$ cat src/design/uhie_defines.vh
// Constants of the USB host interrupt event block: command codes, bit positions,
// masks and reset values.
// Assumes it is included by bare name from the design files of this block.
`ifndef UHIE_DEFINES_VH
`define UHIE_DEFINES_VH

// Command codes on the processor bus.
`define UHIE_CMD_RD_FLAGS 8'h03
`define UHIE_CMD_WR_FLAGS 8'h83
`define UHIE_CMD_RD_ENABLE 8'h04
`define UHIE_CMD_WR_ENABLE 8'h84
`define UHIE_CMD_WRITE_BIT 7

// Bit positions shared by the flag and enable registers; bit 31 is in the enable register only.
`define UHIE_BIT_SCHED_OVERRUN 0
`define UHIE_BIT_START_OF_FRAME 2
`define UHIE_BIT_RESUME_DETECT 3
`define UHIE_BIT_UNRECOV_ERROR 4
`define UHIE_BIT_FRAME_OVERFLOW 5
`define UHIE_BIT_ROOT_HUB_CHANGE 6
`define UHIE_BIT_MASTER_ENABLE 31

// Frame number counter width and its most significant bit.
`define UHIE_FRAME_WIDTH 16
`define UHIE_FRAME_MSB 15

// Implemented bits; every other position is reserved and reads zero.
`define UHIE_FLAGS_MASK 32'h0000007d
`define UHIE_ENABLE_MASK 32'h8000007d

// Reset values.
`define UHIE_FLAGS_RESET 32'h00000000
`define UHIE_ENABLE_RESET 32'h00000000
`define UHIE_OVERRUN_COUNT_RESET 2'h0

`endif

$ cat src/design/uhie_change_watch.v
// Change watcher: flags any change of content across a set of equal words.
// Assumes the words come from logic on clk_sys; no synchronisers are needed.
`timescale 1ns/1ps

module uhie_change_watch #(
  parameter WORD_WIDTH = 32,
  parameter WORD_COUNT = 3
) (
  input wire clk_sys,
  input wire rst_n,
  input wire clear,
  input wire [WORD_WIDTH*WORD_COUNT-1:0] words,
  output wire changed
);

  //////////////////////////////////////////////////////////////////////////////
  // The first sample after reset only primes the history, so a reset never looks like a change.
  reg primed;
  reg [WORD_WIDTH*WORD_COUNT-1:0] last_words;
  wire [WORD_COUNT-1:0] word_changed;

  always @(posedge clk_sys) begin
    if (!rst_n || clear) begin
      primed <= 1'b0;
      last_words <= {WORD_WIDTH*WORD_COUNT{1'b0}};
    end else begin
      primed <= 1'b1;
      last_words <= words;
    end
  end

  genvar w;
  generate
    for (w = 0; w < WORD_COUNT; w = w + 1) begin : g_word
      assign word_changed[w] = primed &&
        (words[w*WORD_WIDTH +: WORD_WIDTH] != last_words[w*WORD_WIDTH +: WORD_WIDTH]);
    end
  endgenerate

  assign changed = |word_changed;

endmodule // uhie_change_watch

$ cat src/design/uhie_interrupt_events.v
// Interrupt event logic of a full-speed USB host controller: the event flag register,
// the set-on-write-one enable register with master enable, and the interrupt request.
// Functional notes
// - Set root hub change flag, bit 6, when hub or port status words change.
// - Set frame overflow flag, bit 5, whenever frame counter bit 15 toggles.
// - Set unrecoverable error flag, bit 4, on a system error unrelated to USB.
// - After that error halt lists and signalling; software clears flag after reset.
// - Set resume flag, bit 3, on new downstream resume, not software resume state.
// - At each frame start emit an SOF token and set flag bit 2.
// - On schedule overrun set flag bit 0 and increment the overrun counter.
// - Request interrupt only when flag, matching enable and master enable bit 31 set.
// - Each enable bit gates the flag at the same bit position.
// - Enable writes: ones set enable bits, zeros leave them unchanged.
// - Enable reads return present contents including master enable.
// - Enable register read with code 04h, written with code 84h.
// - Flag register read with code 03h, written with code 83h.
// - Software clears flags by writing ones only; hardware only sets flags.
// - Two-bit overrun counter starts at 00, wraps after 11, counts every overrun; code ignores overruns while processing_halt is set.
// Assumes every event input comes from controller logic clocked by clk_sys, and that
// the processor bus logic presents one command per cycle on cmd_valid.
`timescale 1ns/1ps
`include "uhie_defines.vh"

module uhie_interrupt_events #(
  parameter PORT_COUNT = 2,
  parameter STATUS_WIDTH = 32
) (
  input wire clk_sys,
  input wire rst_n,
  input wire soft_reset,
  input wire cmd_valid,
  input wire [7:0] cmd_code,
  input wire [31:0] cmd_wdata,
  output reg rd_valid,
  output reg [31:0] rd_data,
  input wire [STATUS_WIDTH-1:0] root_hub_status_word,
  input wire [STATUS_WIDTH*PORT_COUNT-1:0] downstream_port_status_word,
  input wire [`UHIE_FRAME_WIDTH-1:0] frame_number_counter,
  input wire system_error,
  input wire downstream_resume,
  input wire software_resume_state,
  input wire frame_start,
  input wire schedule_overrun,
  output reg sof_token,
  output reg processing_halt,
  output reg [1:0] overrun_count,
  output reg interrupt_request
);

  //////////////////////////////////////////////////////////////////////////////
  // Registers and decode.

  reg [31:0] interrupt_event_flags;
  reg [31:0] interrupt_event_enable;
  reg last_frame_msb;
  reg last_resume;
  reg history_primed;

  reg [31:0] next_flags;
  reg [31:0] next_enable;
  reg [31:0] set_bits;
  reg [31:0] clear_bits;
  reg [1:0] next_overrun_count;
  reg next_halt;
  reg next_irq;

  wire root_hub_changed;
  wire master_interrupt_enable;

  wire wr_flags = cmd_valid && (cmd_code == `UHIE_CMD_WR_FLAGS);
  wire wr_enable = cmd_valid && (cmd_code == `UHIE_CMD_WR_ENABLE);
  wire rd_any = cmd_valid && !cmd_code[`UHIE_CMD_WRITE_BIT];

  // Either reset source brings flags, enables and counter back to zero.
  wire any_reset = !rst_n || soft_reset;

  assign master_interrupt_enable = interrupt_event_enable[`UHIE_BIT_MASTER_ENABLE];

  //////////////////////////////////////////////////////////////////////////////
  // Event detection.

  uhie_change_watch #(
    .WORD_WIDTH(STATUS_WIDTH),
    .WORD_COUNT(PORT_COUNT + 1)
  ) u_hub_watch (
    .clk_sys(clk_sys),
    .rst_n(rst_n),
    .clear(soft_reset),
    .words({downstream_port_status_word, root_hub_status_word}),
    .changed(root_hub_changed)
  );

  // Edge histories; the first cycle after reset only primes them.
  always @(posedge clk_sys) begin
    if (any_reset) begin
      last_frame_msb <= 1'b0;
      last_resume <= 1'b0;
      history_primed <= 1'b0;
    end else begin
      last_frame_msb <= frame_number_counter[`UHIE_FRAME_MSB];
      last_resume <= downstream_resume;
      history_primed <= 1'b1;
    end
  end

  always @* begin
    set_bits = 32'h00000000;
    set_bits[`UHIE_BIT_ROOT_HUB_CHANGE] = root_hub_changed;
    set_bits[`UHIE_BIT_FRAME_OVERFLOW] = history_primed &&
      (frame_number_counter[`UHIE_FRAME_MSB] != last_frame_msb);
    set_bits[`UHIE_BIT_UNRECOV_ERROR] = system_error;
    // A resume entered by software is not a device waking up, so it is not reported.
    set_bits[`UHIE_BIT_RESUME_DETECT] = history_primed && downstream_resume &&
      !last_resume && !software_resume_state;
    set_bits[`UHIE_BIT_START_OF_FRAME] = frame_start && !processing_halt;
    set_bits[`UHIE_BIT_SCHED_OVERRUN] = schedule_overrun && !processing_halt;
  end

  //////////////////////////////////////////////////////////////////////////////
  // Next state of flags, enables, counter and halt.

  always @* begin
    clear_bits = wr_flags ? cmd_wdata : 32'h00000000;
    // Set wins over a clear in the same cycle, so no event is lost.
    next_flags = ((interrupt_event_flags & ~clear_bits) | set_bits) &
      `UHIE_FLAGS_MASK;
    next_enable = interrupt_event_enable;
    if (wr_enable) begin
      next_enable = (interrupt_event_enable | cmd_wdata) & `UHIE_ENABLE_MASK;
    end
    next_overrun_count = overrun_count;
    if (set_bits[`UHIE_BIT_SCHED_OVERRUN]) begin
      next_overrun_count = overrun_count + 2'h1;
    end
    // The halt holds until a reset; clearing the flag alone does not restart processing.
    next_halt = processing_halt || system_error;
    next_irq = next_enable[`UHIE_BIT_MASTER_ENABLE] &&
      (|(next_flags & next_enable & `UHIE_FLAGS_MASK));
  end

  //////////////////////////////////////////////////////////////////////////////
  // State registers and outputs.

  always @(posedge clk_sys) begin
    if (any_reset) begin
      interrupt_event_flags <= `UHIE_FLAGS_RESET;
      interrupt_event_enable <= `UHIE_ENABLE_RESET;
      overrun_count <= `UHIE_OVERRUN_COUNT_RESET;
      processing_halt <= 1'b0;
      interrupt_request <= 1'b0;
      sof_token <= 1'b0;
    end else begin
      interrupt_event_flags <= next_flags;
      interrupt_event_enable <= next_enable;
      overrun_count <= next_overrun_count;
      processing_halt <= next_halt;
      interrupt_request <= next_irq;
      sof_token <= frame_start && !processing_halt;
    end
  end

  // Read answers come one cycle after the command; unknown read codes answer zero.
  always @(posedge clk_sys) begin
    if (!rst_n) begin
      rd_valid <= 1'b0;
      rd_data <= 32'h00000000;
    end else begin
      rd_valid <= rd_any;
      if (rd_any) begin
        case (cmd_code)
          `UHIE_CMD_RD_FLAGS: begin
            rd_data <= interrupt_event_flags & `UHIE_FLAGS_MASK;
          end
          `UHIE_CMD_RD_ENABLE: begin
            rd_data <= interrupt_event_enable & `UHIE_ENABLE_MASK;
          end
          default: begin
            rd_data <= 32'h00000000;
          end
        endcase
      end
    end
  end

endmodule // uhie_interrupt_events

$ cat config.mk
export PLATFORM = sky130hd
export DESIGN_NAME = uhie_interrupt_events
export DESIGN_NICKNAME = d
export VERILOG_FILES = /design/src/design/uhie_change_watch.v /design/src/design/uhie_interrupt_events.v
export VERILOG_INCLUDE_DIRS = /design/src /design/src/design
export SDC_FILE = /design/constraint.sdc
export NUM_CORES = 1
export LEC_CHECK = 0
export BUFFER_PORTS_ARGS = -buffer_cell sky130_fd_sc_hd__clkbuf_2
export CAP_MARGIN = 10
export CORE_MARGIN = 5
export CORE_UTILIZATION = 52
export DETAILED_ROUTE_END_ITERATION = 10
export GPL_TIMING_DRIVEN = 0
export PLACE_DENSITY = 0.92
export RECOVER_POWER = 25
export SYNTH_ARGS = -nofsm -noshare
export SYNTH_HDL_FRONTEND = slang
export SYNTH_SLANG_ARGS = --single-unit
$ cat constraint.sdc
create_clock -name clk_sys -period 2.3 [get_ports clk_sys]
set_input_delay 0.115 -clock clk_sys [delete_from_list [all_inputs] [get_ports clk_sys]]
set_output_delay 0.115 -clock clk_sys [all_outputs]
set_load 0.005 [all_outputs]
==> results of run 1 <==
logic make-up (layout without fill, tap and decap cells):
family                    after synthesis  in the layout  synth area share, %
and+or+nand+nor                       175            175                 21.3
other                                   1             25               0.0749
DFF                                   125            125                 50.0
buffers and inverters                  44            317                 5.17
xor gates and xnor gates               99             99                 17.3
AOI/OAI and AO/OA                      37             37                 6.17
sequential cells by signal, indices dropped and copies added, names as in the netlist:
| name | count |
|---|---|
| last_resume | 1 |
| rd_valid | 1 |
| history_primed | 1 |
| overrun_count | 2 |
| last_frame_msb | 1 |
| u_hub_watch.last_words | 96 |
| interrupt_event_enable | 7 |
| sof_token | 1 |
| interrupt_request | 1 |
| interrupt_event_flags | 6 |
| processing_halt | 1 |
| rd_data | 7 |
cells in the final DEF, fill, tap and decap left out, drive strengths merged, types with 4 or more instances in the layout:
cell type	netlist	layout
a21oi	11	11
nor2	14	14
clkinv	0	6
inv	4	4
dlygate4sd3	0	110
xnor2	33	33
nor3	4	4
a22oi	6	6
dfxtp	125	125
nand2	11	11
nand4	13	13
buf	25	25
and2	101	101
conb	1	25
nor4	19	19
o211a	6	6
xor2	66	66
clkbuf	15	168
metal layers:
metal | wire (microns) | vias up
li1 | - | 2112
met4 | 824 | 0
met2 | 8610 | 270
met3 | 1340 | 71
met5 | 0 | -
met1 | 5790 | 2148
final timing paths:
kind	slack (ns)	to	cells after the start
worst min-delay path	0.03	interrupt_event_flags[0]	4
worst max-delay path	0.21	u_hub_watch.last_words[10]	8
worst min register to register	0.49	interrupt_event_enable[4]	2
worst max register to register	0.24	interrupt_request	6
power groups by stage:
stage	registers, mW	clock network, mW	logic [mW]
after floorplan	2.33	0	0.257
after global placement	2.33	0	0.441
after detailed placement	2.34	0	0.459
after CTS	2.29	2.54	0.612
after global routing	2.30	2.65	0.704
final	2.30	2.54	0.652
worst max-delay path, cell delays in order:
cell and delay (ns):
dlygate4sd3_1 0.53, clkbuf_1 0.30, nand2b_1 0.14, clkbuf_1 0.22
inv_1 0.11, clkbuf_1 0.31, clkbuf_1 0.52, and2_1 0.26
cell type report:
| type | instances | area share [%] |
|---|---|---|
| clock buffer | 21 | 5.94 |
| multi-input combinational | 336 | 30.7 |
| clock inverter | 10 | 1.54 |
| timing repair buffer | 242 | 23.2 |
| sequential | 125 | 33.1 |
| buffer | 40 | 3.22 |
| tap | 129 | 2.13 |
| inverter | 4 | 0.198 |
repair_timing:
action / CTS / global route
setup buffers: 0 / 0
hold endpoints to repair: 119 / 0
hold buffers: 110 / 0
==> results.yml, run 1 <==
status:
  status: "completed"
synthesis:
  yosys.area.top_type_share_pct: 50.0
  synth_cells: 481
  synthArstFlopShare_pct: 0
  synth_most_common_cell: "dfxtp_1"
  yosys-top-cells-area: "dfxtp_1 (50%), and2_1 (13%), xor2_1 (12%)"
  synth-seq-cells: 125
  yosys_warnings: 0
  synthFlopType: "dfxtp_1"
  netlist_area_sq_um: 5010
  syn_area_per_cell_sq_um: 10.4
  synth_top_area_cell: "dfxtp_1"
  synthTopCellsByCount: "dfxtp_1 (125), and2_1 (101), xor2_1 (66)"
  synthDistinctLibCells: 37
  synth_edf_count: 0
  synth-seq-area-share_pct: 50.0
global_route:
  busiest_layer: "met2"
  antenna_found_initial: 0
  grt_overflow_total: 0
  use_met1_pct: 28.9
  grtUsageTotal_pct: 29.1
  gr-usage-met3_pct: 6.69
  grt_pass1_wl_microns: 25900
  grt_use_met2_pct: 54.7
  grt_max_degree: 17
  grt_pass1_vias: 5268
timing:
  whs_ns: 0.0325
  hold_violations: 0
  layout_setup_ws_ns: 0.214
  final.setup.tns_ns: 0
  maxClockFrequency_ghz: 0.479
  worst_pin_slew_ns: 0.848
  timing.final.crit_share_pct: 90.7
  report.final.slew_viol_count: 0
  skew_ns: 0.0108
  setup_viol: 0
  post-route-min-period_ns: 2.09
  slew-limit-headroom_pct: 43.4
  rsz0062_at_grt: "false"
pwr:
  pwr-share-comb_pct: 11.9
  peakVddDrop_mv: 0.622
  leakage_nw: 3.49
  p_clk_share_pct: 46.3
  p_total_mw: 5.49
  seqPwrFrac_pct: 41.8
  netSwitchingFraction_pct: 23.5
  switching_power_mw: 1.29
  internal_power_mw: 4.20
  p_per_area_nw_per_um2: 726
place:
  place_ws_ns: 0.242
  place_area_sq_um: 5920
  dp.cells: 766
  dp_hpwl_microns: 9200
  io_buffers: 132
  gp_congestion: 0.868
cells_and_area:
  fin_cells: 907
  finalNetCount: 927
  area.sequential_sq_um: 2500
  final_cell_area_sq_um: 7570
  fin_util_pct: 81.1
  multiInputGateArea_sq_um: 2320
  area_growth_pct: 51.1
  layout-drive-gt1-share_pct: 23.9
  num_antenna_cells: 0
  num-fill-cells: 494
floorplanning:
  initial_core_util_pct: 53.7
  dieHeight_microns: 108
  ios: 199
  rows: 35
  die_area_sq_um: 11700
  coreArea_sq_um: 9330
  die_w_microns: 108
setup_path:
  criticalPathCategory: "input pin to register"
  startpoint_type: "input pin"
  crit_required_ns: 2.73
  crit_path_start: "rst_n"
  r2r_start: "u_hub_watch.last_words[78]"
  crit_path_end_kind: "register"
  critPathMaxFanout: 10
  worstPathArrival_ns: 2.52
detailed_routing:
  antenna_left: 0
  totalWireLength_microns: 16600
  drc_errors: 0
  via_count: 4601
  drt-wirelength-per-cell_microns: 18.3
  vias_per_cell: 5.07
  drtIter0Drc: 253
  firstDrtPassIters: 4
cts:
  cts-resized-gates: 0
  cts_buffer_depth: 2
  cts_tree: "built"
  clk_latency_ns: 0.51
  clk_pin_slew_ns: 0.06
  clock-root-buffer: "clkbuf_8"
  cts_buffers: 17
  cts.htree.levels: 4
  clock_sinks: 125
job:
  drv_cap: 0
worst_hold_path:
  hold_class: "input pin to register"
  worstHoldStart: "schedule_overrun"
No activity file was read; power rests on OpenSTA's default activity.
==> run 2, diff against run 1 <==
--- a/config.mk
+++ b/config.mk
@@ -8,12 +8,13 @@
 export LEC_CHECK = 0
 export BUFFER_PORTS_ARGS = -buffer_cell sky130_fd_sc_hd__clkbuf_2
 export CAP_MARGIN = 10
-export CORE_MARGIN = 5
+export CORE_MARGIN = 3
 export CORE_UTILIZATION = 52
 export DETAILED_ROUTE_END_ITERATION = 10
 export GPL_TIMING_DRIVEN = 0
 export PLACE_DENSITY = 0.92
-export RECOVER_POWER = 25
+export RECOVER_POWER = 100
+export SLEW_MARGIN = 30
 export SYNTH_ARGS = -nofsm -noshare
 export SYNTH_HDL_FRONTEND = slang
 export SYNTH_SLANG_ARGS = --single-unit
==> run 2 against run 1 <==
  * Power increased by 1.1%
  * Combinational power decreased by 2%
  * Cell count increased by 0.22%
  * Fmax increased by 0.54%
  * Count of clock-buffer cells in the layout unchanged
  * Die area decreased by 7.3%
  * Sequential share of layout area decreased by 0.065 points
  * Hold slack improved by 0.022 ns
  * Via count decreased by 3.7%
  * Cell area increased by 0.20%
  * Setup slack improved by 0.011 ns
  * Critical path depth decreased by 2
  * Critical endpoint is now interrupt_request
  * Highest routed layer unchanged
==> results.yml, run 2 (same netlist as run 1, synthesis figures left out) <==
setup_path:
  reg2reg_slack_ns: 0.23
  critPathMaxFanout: 2
  crit_required_ns: 2.69
  crit_path_end_kind: "register"
  startpoint_type: "register"
  criticalPathCategory: "register to register"
  worstPathArrival_ns: 2.47
cells_and_area:
  area_growth_pct: 51.4
  multiInputGateArea_sq_um: 2320
  final_cell_area_sq_um: 7580
  regMostFlops: "u_hub_watch.last_words"
  area.sequential_sq_um: 2500
  layout-drive-gt1-share_pct: 23.5
  largest_reg_flops: 96
  final_common_cell: "dfxtp_1"
  top_regs: "u_hub_watch.last_words x96, interrupt_event_enable x7, rd_data x7"
  finalNetCount: 927
  num-fill-cells: 533
  layout_common_cells: "dfxtp_1 (125), clkbuf_2 (122), dlygate4sd3_1 (110)"
cts:
  clock-root-buffer: "clkbuf_8"
  clock_sinks: 125
  cts_tree: "built"
  clk_pin_slew_ns: 0.06
  cts-resized-gates: 0
  hold_buffers: 110
  clk_latency_ns: 0.51
  cts_buffers: 17
  post_cts_buffers: 0
  cts_buffer_depth: 2
  cts.htree.levels: 4
floorplanning:
  initial_core_util_pct: 53.9
  coreArea_sq_um: 9280
  dieHeight_microns: 104
  die_w_microns: 104
  rows: 35
  die_area_sq_um: 10800
  ios: 199
pwr:
  pwr-share-comb_pct: 11.5
  netSwitchingFraction_pct: 22.9
  seqPwrFrac_pct: 41.3
  switching_power_mw: 1.27
  p_clk_share_pct: 47.2
  internal_power_mw: 4.28
  p_per_area_nw_per_um2: 732
  leakage_nw: 3.43
  peakVddDrop_mv: 0.565
timing:
  final.setup.tns_ns: 0
  whs_ns: 0.0544
  post-route-min-period_ns: 2.07
  maxClockFrequency_ghz: 0.482
  slew-limit-headroom_pct: 41.8
  worst_pin_slew_ns: 0.871
  rsz0062_at_grt: "false"
  skew_ns: 0.00681
  report.final.slew_viol_count: 0
  timing.final.crit_share_pct: 90.2
  setup_viol: 0
  hold_violations: 0
place:
  gp_congestion: 0.871
  place_area_sq_um: 5920
  io_buffers: 132
  dp_hpwl_microns: 8720
worst_hold_path:
  hold_class: "input pin to register"
global_route:
  antenna_found_initial: 1
  grt_max_degree: 17
  grt_pass1_wl_microns: 25400
  grt_pass1_vias: 5146
  grtUsageTotal_pct: 29.8
  grt_overflow_total: 0
detailed_routing:
  drtIter0Drc: 165
  antenna_left: 0
  via_count: 4432
  drt-wirelength-per-cell_microns: 17.1
  drc_errors: 0
  vias_per_cell: 4.88
  firstDrtPassIters: 4
  totalWireLength_microns: 15500
status:
  status: "completed"
job:
  drv_cap: 0
-- run 2: cell types whose count changed in the layout (fill, tap and decap cells not counted) --
cell,delta
clkbuf_8,-1
clkbuf_1,+4
clkinv_4,-1
clkbuf_2,-3
and2_1,-63
clkinv_2,+1
diode_2,+1
and2_0,+63
bufinv_16,+1
-- run 2: critical path, stage by stage, from the launching register on --
cell and delay [ns]:
dfxtp_1 0.32, xor2_1 0.16, nor4_1 0.41, nand4_1 0.19, nor4_1 0.44, a41oi_1 0.23, a22o_1 0.22
-- run 2: per-layer routing --
metal	up-vias	routed length (microns)	global-route usage, %
met3	73	1050	8.19
met5	-	0	0
met4	0	863	18.2
met2	228	8310	56.9
met1	2023	5310	27.8
li1	2108	-	-
-- run 2: final timing paths --
check / cells past startpoint / from / to
setup / recovery: 6 / u_hub_watch.last_words[86] / interrupt_request
hold / removal: 4 / schedule_overrun / interrupt_event_flags[0]
setup reg to reg: 6 / u_hub_watch.last_words[86] / interrupt_request
hold reg to reg: 2 / interrupt_event_enable[31] / rd_data[31]
-- run 2: layout make-up --
class,instances,share of cell area [%]
antenna,1,0.0330
buffer,40,3.22
clock buffer,21,5.79
clock inverter,11,1.88
inverter,4,0.198
multi-input combinational,336,30.7
sequential,125,33.0
tap,129,2.13
timing repair buffer,242,23.1
-- run 2: power groups by stage --
stage | Sequential, mW | Combinational [mW] | Clock (mW)
after floorplan | 2.33 | 0.257 | 0
after detailed placement | 2.34 | 0.457 | 0
after global routing | 2.30 | 0.693 | 2.75
after CTS | 2.29 | 0.609 | 2.64
after global placement | 2.33 | 0.438 | 0
final | 2.30 | 0.637 | 2.62
-- run 2: metrics by stage --
stage / util (%) / power [mW] / worst slack (ns) / instances
after floorplan: - / 2.59 / 0.798 / 505
after CTS: 81.9 / 5.54 / 0.205 / 908
after global placement: 63.8 / 2.77 / 0.275 / 766
after global routing: 81.7 / 5.74 / 0.0397 / 909
after detailed placement: 63.8 / 2.79 / 0.224 / 766
final: 81.7 / 5.55 / 0.225 / 909
